[src/rtl/anx_pkg.sv]
package anx_pkg;
  // Register word indices; byte address is four times the index.
  localparam logic [3:0]  EXPANSION_IDX    = 4'h6;
  localparam logic [3:0]  PARTNER_ABIL_IDX = 4'h5;
  localparam logic [3:0]  CONTROL_IDX      = 4'h8;
  localparam logic [3:0]  IRQ_STATUS_IDX   = 4'h9;
  localparam logic [3:0]  IRQ_MASK_IDX     = 4'hA;
  // Expansion register fields, plus the partner next-page and control override bits.
  localparam int          PD_FAULT_BIT     = 4;
  localparam int          LP_NP_BIT        = 3;
  localparam int          LOCAL_NP_BIT     = 2;
  localparam int          PAGE_RX_BIT      = 1;
  localparam int          LP_AN_BIT        = 0;
  localparam int          RSVD_LSB         = 5;
  localparam int          RSVD_W           = 11;
  localparam int          PARTNER_NP_BIT   = 15;
  localparam int          OVERRIDE_BIT     = 15;
  // Interrupt status bits.
  localparam int          IRQ_FAULT_BIT    = 0;
  localparam int          IRQ_PAGE_BIT     = 1;
  localparam int          IRQ_AN_BIT       = 2;
  localparam int          IRQ_W            = 3;
  // Reset values.
  localparam logic [15:0] WORD_RESET       = 16'h0000;
  localparam logic [2:0]  IRQ_RESET        = 3'h0;
  localparam logic        LOCAL_NP_RESET   = 1'b1;
  // Reads answer one cycle after they are first presented, in the cycle they are taken.
  localparam int          READ_WAIT_CYCLES = 1;
endpackage

[src/rtl/anx_expansion_status.sv]
// Summary of operation
// - Reserved upper expansion bits always read back as zero.
// - Reserved-bit writes take effect only while the override bit is one.
// - Parallel detection fault flag rises when partner technology is ambiguous.
// - Parallel detection fault flag latches high once the fault occurs.
// - Partner next-page flag mirrors next page bit of received base word.
// - Local next-page capability reads one, also straight after reset.
// - Page-received flag sets when a new code word is stored.
// - Reading the expansion register clears the page-received flag.
// - Partner negotiation-able flag stays zero until valid bursts arrive.
// - Partner ability register loads from the received link code word.
`timescale 1ns/1ns
`default_nettype none
module anx_expansion_status (
  // Clock, reset, enable
  input  wire logic        clock_i,
  input  wire logic        rst_i,
  input  wire logic        ce_i,
  // Avalon-MM slave
  input  wire logic [5:0]  address_i,
  input  wire logic        read_i,
  input  wire logic        write_i,
  input  wire logic [31:0] writedata_i,
  input  wire logic [3:0]  byteenable_i,
  output logic      [31:0] readdata_o,
  output logic             waitrequest_o,
  // Negotiation engine status
  input  wire logic        pd_fault_i,
  input  wire logic        flp_valid_i,
  input  wire logic        page_rx_i,
  input  wire logic [15:0] page_word_i,
  // Interrupt
  output logic             irq_o
);

  typedef struct packed {
    logic        pd_fault;
    logic        pd_seen;
    logic        page_rx;
    logic        lp_np;
    logic        lp_an;
    logic [10:0] rsvd;
    logic [15:0] partner;
    logic        override;
    logic [2:0]  irq_stat;
    logic [2:0]  irq_mask;
    logic        rd_pend;
    logic [31:0] rdata;
  } anx_state_type;

  anx_state_type state_q;
  anx_state_type state_d;
  logic [3:0]    idx;
  logic          addr_ok;
  logic [15:0]   exp_word;
  logic          wr_lo;
  logic          wr_hi;
  logic          rd_take;
  logic          exp_read;

  assign idx      = address_i[5:2];
  assign addr_ok  = (address_i[1:0] == 2'h0);
  assign wr_lo    = write_i && byteenable_i[0];
  assign wr_hi    = write_i && byteenable_i[1];
  // A read stalls one cycle so the read side effect lands exactly once.
  assign rd_take  = read_i && state_q.rd_pend;
  assign exp_read = rd_take && addr_ok && (idx == anx_pkg::EXPANSION_IDX);
  // While the clock enable is low nothing is taken, so the master is held off.
  assign waitrequest_o = !ce_i || (read_i && !state_q.rd_pend);
  assign readdata_o    = state_q.rdata;
  assign irq_o         = |(state_q.irq_stat & state_q.irq_mask);

  always_comb begin
    exp_word = anx_pkg::WORD_RESET;
    exp_word[anx_pkg::PD_FAULT_BIT] = state_q.pd_fault;
    exp_word[anx_pkg::LP_NP_BIT]    = state_q.lp_np;
    exp_word[anx_pkg::LOCAL_NP_BIT] = anx_pkg::LOCAL_NP_RESET;
    exp_word[anx_pkg::PAGE_RX_BIT]  = state_q.page_rx;
    exp_word[anx_pkg::LP_AN_BIT]    = state_q.lp_an;
  end

  always_comb begin
    state_d = state_q;
    state_d.rd_pend = read_i && !state_q.rd_pend;
    // Latched fault: sticky until read, which reloads it from the live condition.
    if (exp_read) begin
      state_d.pd_fault = pd_fault_i;
      state_d.page_rx  = page_rx_i;
    end else begin
      state_d.pd_fault = state_q.pd_fault | pd_fault_i;
      state_d.page_rx  = state_q.page_rx | page_rx_i;
    end
    if (page_rx_i) begin
      state_d.partner = page_word_i;
      state_d.lp_np   = page_word_i[anx_pkg::PARTNER_NP_BIT];
    end
    if (flp_valid_i) begin
      state_d.lp_an = 1'b1;
    end
    if (write_i && addr_ok) begin
      case (idx)
        anx_pkg::EXPANSION_IDX: begin
          // Reserved bits are held but never returned on reads.
          if (state_q.override) begin
            if (wr_lo) state_d.rsvd[2:0]  = writedata_i[7:5];
            if (wr_hi) state_d.rsvd[10:3] = writedata_i[15:8];
          end
        end
        anx_pkg::CONTROL_IDX: begin
          if (wr_hi) state_d.override = writedata_i[anx_pkg::OVERRIDE_BIT];
        end
        anx_pkg::IRQ_MASK_IDX: begin
          if (wr_lo) state_d.irq_mask = writedata_i[2:0];
        end
        anx_pkg::IRQ_STATUS_IDX: begin
          if (wr_lo) state_d.irq_stat = state_q.irq_stat & ~writedata_i[2:0];
        end
        default: begin
        end
      endcase
    end
    // Events win over a simultaneous write-one-to-clear.
    if (pd_fault_i) state_d.irq_stat[anx_pkg::IRQ_FAULT_BIT] = 1'b1;
    if (page_rx_i)  state_d.irq_stat[anx_pkg::IRQ_PAGE_BIT]  = 1'b1;
    if (flp_valid_i && !state_q.lp_an) state_d.irq_stat[anx_pkg::IRQ_AN_BIT] = 1'b1;
    if (read_i && !state_q.rd_pend) begin
      state_d.rdata = 32'h0000_0000;
      if (addr_ok) begin
        case (idx)
          anx_pkg::EXPANSION_IDX:    state_d.rdata[15:0] = exp_word;
          anx_pkg::PARTNER_ABIL_IDX: state_d.rdata[15:0] = state_q.partner;
          anx_pkg::CONTROL_IDX:      state_d.rdata[anx_pkg::OVERRIDE_BIT] = state_q.override;
          anx_pkg::IRQ_STATUS_IDX:   state_d.rdata[2:0] = state_q.irq_stat;
          anx_pkg::IRQ_MASK_IDX:     state_d.rdata[2:0] = state_q.irq_mask;
          default:                   state_d.rdata = 32'h0000_0000;
        endcase
      end
    end
  end

  always_ff @(posedge clock_i) begin
    if (rst_i) begin
      state_q <= '0;
    end else if (ce_i) begin
      state_q <= state_d;
    end
  end

  a_fault_latch: assert property (@(posedge clock_i) disable iff (rst_i)
    ce_i && pd_fault_i |=> state_q.pd_fault)
    else $error("fault flag did not latch");
  a_fault_hold: assert property (@(posedge clock_i) disable iff (rst_i)
    ce_i && state_q.pd_fault && !exp_read |=> state_q.pd_fault)
    else $error("fault flag dropped without read");
  a_page_set: assert property (@(posedge clock_i) disable iff (rst_i)
    ce_i && page_rx_i |=> state_q.page_rx)
    else $error("page flag not set");
  a_page_clear: assert property (@(posedge clock_i) disable iff (rst_i)
    ce_i && exp_read && !page_rx_i |=> !state_q.page_rx)
    else $error("page flag not cleared by read");
  a_partner_np: assert property (@(posedge clock_i) disable iff (rst_i)
    ce_i && page_rx_i |=> state_q.lp_np == $past(page_word_i[15]))
    else $error("partner next page mismatch");
  a_partner_load: assert property (@(posedge clock_i) disable iff (rst_i)
    ce_i && page_rx_i |=> state_q.partner == $past(page_word_i))
    else $error("partner word not loaded");
  a_an_set: assert property (@(posedge clock_i) disable iff (rst_i)
    ce_i && flp_valid_i |=> state_q.lp_an)
    else $error("negotiation able not set");
  a_rsvd_zero: assert property (@(posedge clock_i) disable iff (rst_i)
    read_i && !waitrequest_o && addr_ok && idx == anx_pkg::EXPANSION_IDX
      |-> readdata_o[15:5] == 11'h000 && readdata_o[2])
    else $error("expansion readback wrong");
  a_rsvd_guard: assert property (@(posedge clock_i) disable iff (rst_i)
    ce_i && !state_q.override |=> $stable(state_q.rsvd))
    else $error("reserved bits changed while protected");
  a_reset_vals: assert property (@(posedge clock_i)
    rst_i |=> !state_q.pd_fault && !state_q.page_rx && !state_q.lp_an && !state_q.lp_np)
    else $error("reset values wrong");
  a_read_wait: assert property (@(posedge clock_i) disable iff (rst_i)
    ce_i && read_i && waitrequest_o ##1 (read_i && ce_i) |-> !waitrequest_o)
    else $error("read not answered in one cycle");

endmodule
`default_nettype wire

[config.mk]
export PLATFORM = sky130hd
export DESIGN_NAME = anx_expansion_status
export DESIGN_NICKNAME = d
export VERILOG_FILES = /design/src/rtl/anx_pkg.sv /design/src/rtl/anx_expansion_status.sv
export SDC_FILE = /design/constraint.sdc
export NUM_CORES = 1
export LEC_CHECK = 0
export ABC_AREA = 1
export BUFFER_PORTS_ARGS = -buffer_cell sky130_fd_sc_hd__buf_2
export CAP_MARGIN = 10
export CORE_ASPECT_RATIO = 0.75
export CORE_MARGIN = 3
export CORE_UTILIZATION = 45
export DETAILED_ROUTE_END_ITERATION = 12
export PLACE_DENSITY = 0.79
export SETUP_SLACK_MARGIN = 0.3
export SLEW_MARGIN = 20
export SYNTH_ARGS = -nofsm -noshare
export SYNTH_HDL_FRONTEND = slang
export SYNTH_SLANG_ARGS = --single-unit
[constraint.sdc]
create_clock -name clock_i -period 1.25 [get_ports clock_i]
set_input_delay 0.125 -clock clock_i [delete_from_list [all_inputs] [get_ports clock_i]]
set_output_delay 0.125 -clock clock_i [all_outputs]
set_load 0.03 [all_outputs]
==> results of run 1 <==
[cells in the final DEF (no fill, tap or decap), drive strengths merged]
master    synthesis  final
bufinv            0      1
nand3            16     16
inv              14     14
clkinvlp          0      1
clkbuf            4      6
dfxtp            43     43
a31oi             1      1
o21ai            27     27
buf              37     74
a21oi            21     21
nand2            63     63
nand4             2      2
conb              1     16
nor2             56     56
nor3              1      1
[per-layer routing]
metal	global-route usage	wire length, um	vias to the layer above
met5	0	0	-
met4	0.05823	39	0
met3	0.04381	345	7
met2	0.2748	2207	60
met1	0.2390	2237	850
li1	-	-	975
[cells by family after synthesis]
group | count (synthesis) | synth area share
other | 1 | 0.001836
DFF | 43 | 0.4216
and+or+nand+nor | 138 | 0.2874
AOI/OAI and AO/OA | 49 | 0.1226
buffers and inverters | 55 | 0.1667
[final cells by class]
cell class / count / area, um^2
Clock inverter: 2 / 38.79
Sequential cell: 43 / 875.8
Multi-Input combinational cell: 203 / 992.2
Timing Repair Buffer: 74 / 529.3
Fill cell: 370 / 1558
Tap cell: 55 / 68.82
Inverter: 14 / 58.81
Clock buffer: 6 / 82.58
[state kept, by name (all words and copies together), names as in the netlist]
name,cells
state_q,23
exp_word,4
readdata_o,16
[final timing paths]
path                    end  slack [ns]  cells past startpoint
max           readdata_o[7]        0.04                      6
min             state_q[50]        0.08                      3
max reg2reg   readdata_o[7]        0.04                      6
min reg2reg  readdata_o[13]        0.46                      2
[critical path, delay by kind of cell, from the launching register on]
family	cells	cell delay [ns]
buffers and inverters	2	0.22
AOI/OAI and AO/OA	1	0.11
and+or+nand+nor	3	0.48
DFF	1	0.34
[stage by stage]
stage,cells,utilization,area (um^2),hold slack (ns)
after floorplan,301,-,2101,0.1944
after global placement,376,0.5280,2220,0.3785
after detailed placement,376,0.5280,2220,0.3830
after CTS,394,0.6006,2525,0.07199
after global routing,397,0.6295,2646,0.08407
final,397,0.6295,2646,0.07628
[report_power, final]
| group | switching (uW) | internal [uW] | total [uW] |
|---|---|---|---|
| Combinational | 246 | 137 | 383 |
| Sequential | 33.4 | 1420 | 1450 |
| Clock | 475 | 657 | 1130 |
[repair_timing]
item                                    in CTS  in global routing
resized for setup                           39                 41
pin swaps                                    7                 11
endpoints found under the setup margin      28                 39
buffers inserted                            10                  3
==> results.sh, run 1 <==
export IMPL_worstSetupStartpointType="flop"
export IMPL_core_area_um2=4204
export IMPL_finalPower_uw=2970
export IMPL_wl_um=4829
export IMPL_ctsLongestPathBuffers=2
export IMPL_hold_start="page_word_i[10]"
export IMPL_async_flop_share=0
export IMPL_synth_top_area_cell="dfxtp_1"
export IMPL_timing_rr_start="state_q[32]"
export IMPL_crit_fanout=6
export IMPL_synth_top_area_frac=0.4216
export IMPL_timing_max_cap_violations=0
export IMPL_dieWidth_um=83.79
export IMPL_synth_edf_count=0
export IMPL_cp_cell_sequence="inv_4 > nand4_1 > nor2_4 > buf_6 > nand2_1 > a21oi_2"
export IMPL_place_ws_ns=0.01370
export IMPL_required_ns=1.48
export IMPL_yosysWarnings=0
export IMPL_clk_transition_reported_paths_ns=0.08
export IMPL_max_freq_ghz=0.8255
export IMPL_diodes=0
export IMPL_layout_drive_gt1_share=0.3830
export IMPL_fin_crit_ns=1.211
export IMPL_ys_ff_latch=43
export IMPL_track_usage=0.1763
export IMPL_hp_class="in -> reg"
export IMPL_max_stage_delay_ns=0.34
export IMPL_drt_initial_drc_count=87
export IMPL_status="finished, final reports clean"
export IMPL_wl_per_cell_um=12.16
export IMPL_p_leak_uw=0.001182
export IMPL_powerDensity_nw_per_um2=1122
export IMPL_grt_pass1_wl_um=7610
export IMPL_grt_max_degree=22
export IMPL_cp_end_kind="flop"
export IMPL_critPathKind="reg -> reg"
export IMPL_cp_slowest_cell="dfxtp_2"
export IMPL_setup_violations=0
export IMPL_root_buffer="clkbuf_8"
export IMPL_hpwl_um=3430
export IMPL_timing_critical_path_arrival_ns=1.44
export IMPL_cts_made_buffers=5
export IMPL_vias=1892
export IMPL_rows=20
export IMPL_skew_ns=0.005967
export IMPL_drcViolationCount=0
export IMPL_clock_sinks=43
export IMPL_startpoint="state_q[32]"
export IMPL_clk_latency_ns=0.29
export IMPL_grt_pass1_vias=1692
export IMPL_finalSetupTns_ns=0
export IMPL_fin_nets=407
export IMPL_dr_pass1_iters=4
export IMPL_cts_max_level=2
export IMPL_ios=100
export IMPL_timing_final_max_slew_violations=0
export IMPL_die_area_um2=5390
export IMPL_synth_commonest_cells="nand2_1 (61), nor2_1 (52), dfxtp_1 (43), buf_4 (33), o21ai_0 (25)"
export IMPL_grt_ovfl_total=0
export IMPL_die_y_um=64.34
export IMPL_hold_viol=0
export IMPL_rsz0062_at_grt="yes"
export IMPL_ir_drop_mv=0.6711
export IMPL_syn_area_um2=2042
export IMPL_ys_seq_area_frac=0.4216
export IMPL_tritoncts="done"
export IMPL_viasPerCell=4.766
export IMPL_avgSynthCellArea_um2=7.140
export IMPL_ys_top_cells_by_area="dfxtp_1 (42%), buf_4 (12%), nand2_1 (11%)"
export IMPL_synth_cell_type_count=23
export IMPL_ctsHoldBuffers=0
export IMPL_ys_flop_type="dfxtp_1"
export IMPL_antenna_left=0
export IMPL_start_util=0.4857
export IMPL_antenna_found_initial=0
export IMPL_syn_inst=286
export IMPL_io_buffers=53
export IMPL_place_congestion=0.8708
export IMPL_synth_most_common_cell="nand2_1"
export IMPL_syn2layout_area_growth_pct=29.60
export IMPL_period_share=0.9691
export IMPL_layout_setup_ws_ns=0.03865
(Power assumes the default switching activity.)
==> inputs of run 2 (changes only) <==
- ABC_AREA: 1 -> not set
==> run 2 against run 1 <==
Net effect:
- the run now ends with setup timing left
- register-to-register slack worse by 0.03 ns
- cell count is 13% lower
- synthesized area is 2.9% lower
- worst setup slack worse by 0.096 ns
- sequential share of layout area is 0.25 points lower
- die area is 2.6% lower
- largest cell class unchanged
==> results.sh, run 2 <==
export IMPL_tritoncts="done"
export IMPL_ys_top_cells_by_area="dfxtp_1 (43%), buf_4 (12%), nand2_1 (7.4%)"
export IMPL_required_ns=1.12
export IMPL_r2r_end="readdata_o[2]"
export IMPL_start_util=0.4774
export IMPL_antenna_left=0
export IMPL_cts_made_buffers=5
export IMPL_ir_drop_mv=0.6116
export IMPL_dr_pass1_iters=4
export IMPL_drt_initial_drc_count=122
export IMPL_startpoint="state_q[38]"
export IMPL_crit_fanout=4
export IMPL_wl_per_cell_um=14.43
export IMPL_die_area_um2=5248
export IMPL_clk_latency_ns=0.29
export IMPL_grt_ovfl_total=0
export IMPL_violations="setup timing"
export IMPL_grt_max_degree=44
export IMPL_r2r_cells=3
export IMPL_powerDensity_nw_per_um2=1008
export IMPL_hpwl_um=3252
export IMPL_ys_flop_type="dfxtp_1"
export IMPL_crit_family="flip-flops"
export IMPL_place_ws_ns=-0.3553
export IMPL_reg2reg_slack_ns=0.01
export IMPL_viasPerCell=5.099
export IMPL_wl_um=4979
export IMPL_min_path_cells=3
export IMPL_ctsHoldBuffers=0
export IMPL_async_flop_share=0
export IMPL_yosysWarnings=0
export IMPL_hold_start="page_word_i[4]"
export IMPL_ctsLongestPathBuffers=2
export IMPL_syn_area_um2=1983
export IMPL_dieWidth_um=82.66
export IMPL_skew_ns=0.003858
export IMPL_ys_seq_area_frac=0.4341
export IMPL_syn_inst=237
export IMPL_max_flop_register="state_q"
export IMPL_fin_crit_ns=1.307
export IMPL_place_congestion=0.8515
export IMPL_max_stage_delay_ns=0.35
export IMPL_fin_nets=355
export IMPL_synth_top_area_frac=0.4341
export IMPL_timing_final_max_slew_violations=0
export IMPL_ys_ff_latch=43
export IMPL_diodes=0
export IMPL_max_freq_ghz=0.7650
export IMPL_timing_critical_path_arrival_ns=1.18
export IMPL_status="finished with violations"
export IMPL_cp_end_kind="output pin"
export IMPL_antenna_found_initial=0
export IMPL_io_buffers=53
export IMPL_cp_slowest_cell="dfxtp_2"
export IMPL_cp_cell_sequence="a222oi_1 > inv_1 > buf_6"
export IMPL_drcViolationCount=0
export IMPL_finalInstanceArea_um2=2663
export IMPL_p_leak_uw=0.001078
export IMPL_worstSetupStartpointType="flop"
export IMPL_layout_drive_gt1_share=0.4345
export IMPL_period_share=1.046
export IMPL_critPathBufInv=2
export IMPL_grt_pass1_vias=1625
export IMPL_finalPower_uw=2683
export IMPL_hold_viol=0
export IMPL_place_area_um2=2220
export IMPL_critPathKind="reg -> out"
export IMPL_setup_violations=1
export IMPL_root_buffer="clkbuf_8"
export IMPL_track_usage=0.1789
export IMPL_timing_max_cap_violations=0
export IMPL_syn2layout_area_growth_pct=34.26
export IMPL_vias=1759
export IMPL_die_y_um=63.49
export IMPL_ios=100
export IMPL_hold_ws_ns=0.07068
export IMPL_largest_reg_flops=23
export IMPL_core_area_um2=4154
export IMPL_synth_cell_type_count=36
export IMPL_cts_max_level=2
export IMPL_synth_most_common_cell="dfxtp_1"
export IMPL_clk_transition_reported_paths_ns=0.08
export IMPL_final_common_cell="nand2_1"
export IMPL_synth_edf_count=0
export IMPL_timing_rr_start="state_q[32]"
export IMPL_clock_sinks=43
export IMPL_mostFrequentLayoutCells="nand2_1 (37), buf_2 (33), dfxtp_1 (32), a21oi_1 (22), buf_6 (21)"
export IMPL_rsz0062_at_grt="yes"
export IMPL_layout_setup_ws_ns=-0.05712
export IMPL_hp_class="in -> reg"
export IMPL_avgSynthCellArea_um2=8.368
export IMPL_grt_pass1_wl_um=7417
export IMPL_synth_commonest_cells="dfxtp_1 (43), nand2_1 (39), buf_4 (32), a21oi_1 (26), nor2_1 (19)"
export IMPL_finish_utilization=0.6410
export IMPL_synth_top_area_cell="dfxtp_1"
export IMPL_rows=20
export IMPL_min_to="state_q[44]"
-- run 2: worst max-delay path by stage --
stage / endpoint / slack, ns / cells after the start
2_1_floorplan: state_q[37] / -0.15 / 4
3_3_place_gp: state_q[37] / -0.32 / 5
3_5_place_dp: state_q[37] / -0.36 / 5
4_1_cts: irq_o / -0.06 / 3
5_1_grt: irq_o / -0.12 / 3
6_report: irq_o / -0.06 / 3
-- run 2: area by class of cell --
type / instances / area [um^2]
tap: 55 / 68.82
multi-input combinational: 163 / 1049
sequential: 43 / 874.6
clock inverter: 2 / 12.51
inverter: 3 / 11.26
timing repair buffer: 73 / 574.3
fill: 339 / 1491
clock buffer: 6 / 72.57
-- run 2: cells by family (layout without fill, tap and decap cells) --
kind of cell	Yosys count	after routing	share of synthesized area
DFF	43	43	0.4341
other	1	16	0.001891
buffers and inverters	47	84	0.1502
AOI/OAI and AO/OA	56	56	0.1748
and+or+nand+nor	86	87	0.2189
muxes	4	4	0.02019
-- run 2: where the power goes --
part / leakage [uW] / internal, uW / switching [uW] / total, uW
Combinational: 0.000681 / 157 / 240 / 397
Clock: 0.0000412 / 391 / 456 / 847
Sequential: 0.000355 / 1410 / 30.2 / 1440
Total: 0.00108 / 1960 / 726 / 2680
-- run 2: metrics by stage --
stage	std cells	setup TNS, ns
floorplan	252	-1.042
global placement	329	-4.438
detailed placement	329	-4.370
CTS	342	-0.06108
global route	345	-0.2841
finish	345	-0.05712
-- run 2: worst register-to-register path, cell delays in order, from the launching register on --
cell and delay, ns:
dfxtp_2 0.33, nand3b_1 0.18, or4_4 0.47, o31ai_2 0.19
-- run 2: routing by layer --
| metal | track usage | vias to the layer above | part of all wire |
|---|---|---|---|
| met4 | 0.02653 | 0 | 0 |
| met3 | 0.05143 | 0 | 0.078 |
| met1 | 0.2579 | 827 | 0.46 |
| li1 | - | 869 | - |
| met5 | 0 | - | 0 |
| met2 | 0.2690 | 63 | 0.46 |
-- run 2: what timing repair did --
item                       CTS  global route
setup endpoints to repair   51            41
cloned                       1             1
buffers inserted             4             2
gates resized for setup     49            31
pin swaps                   17            16
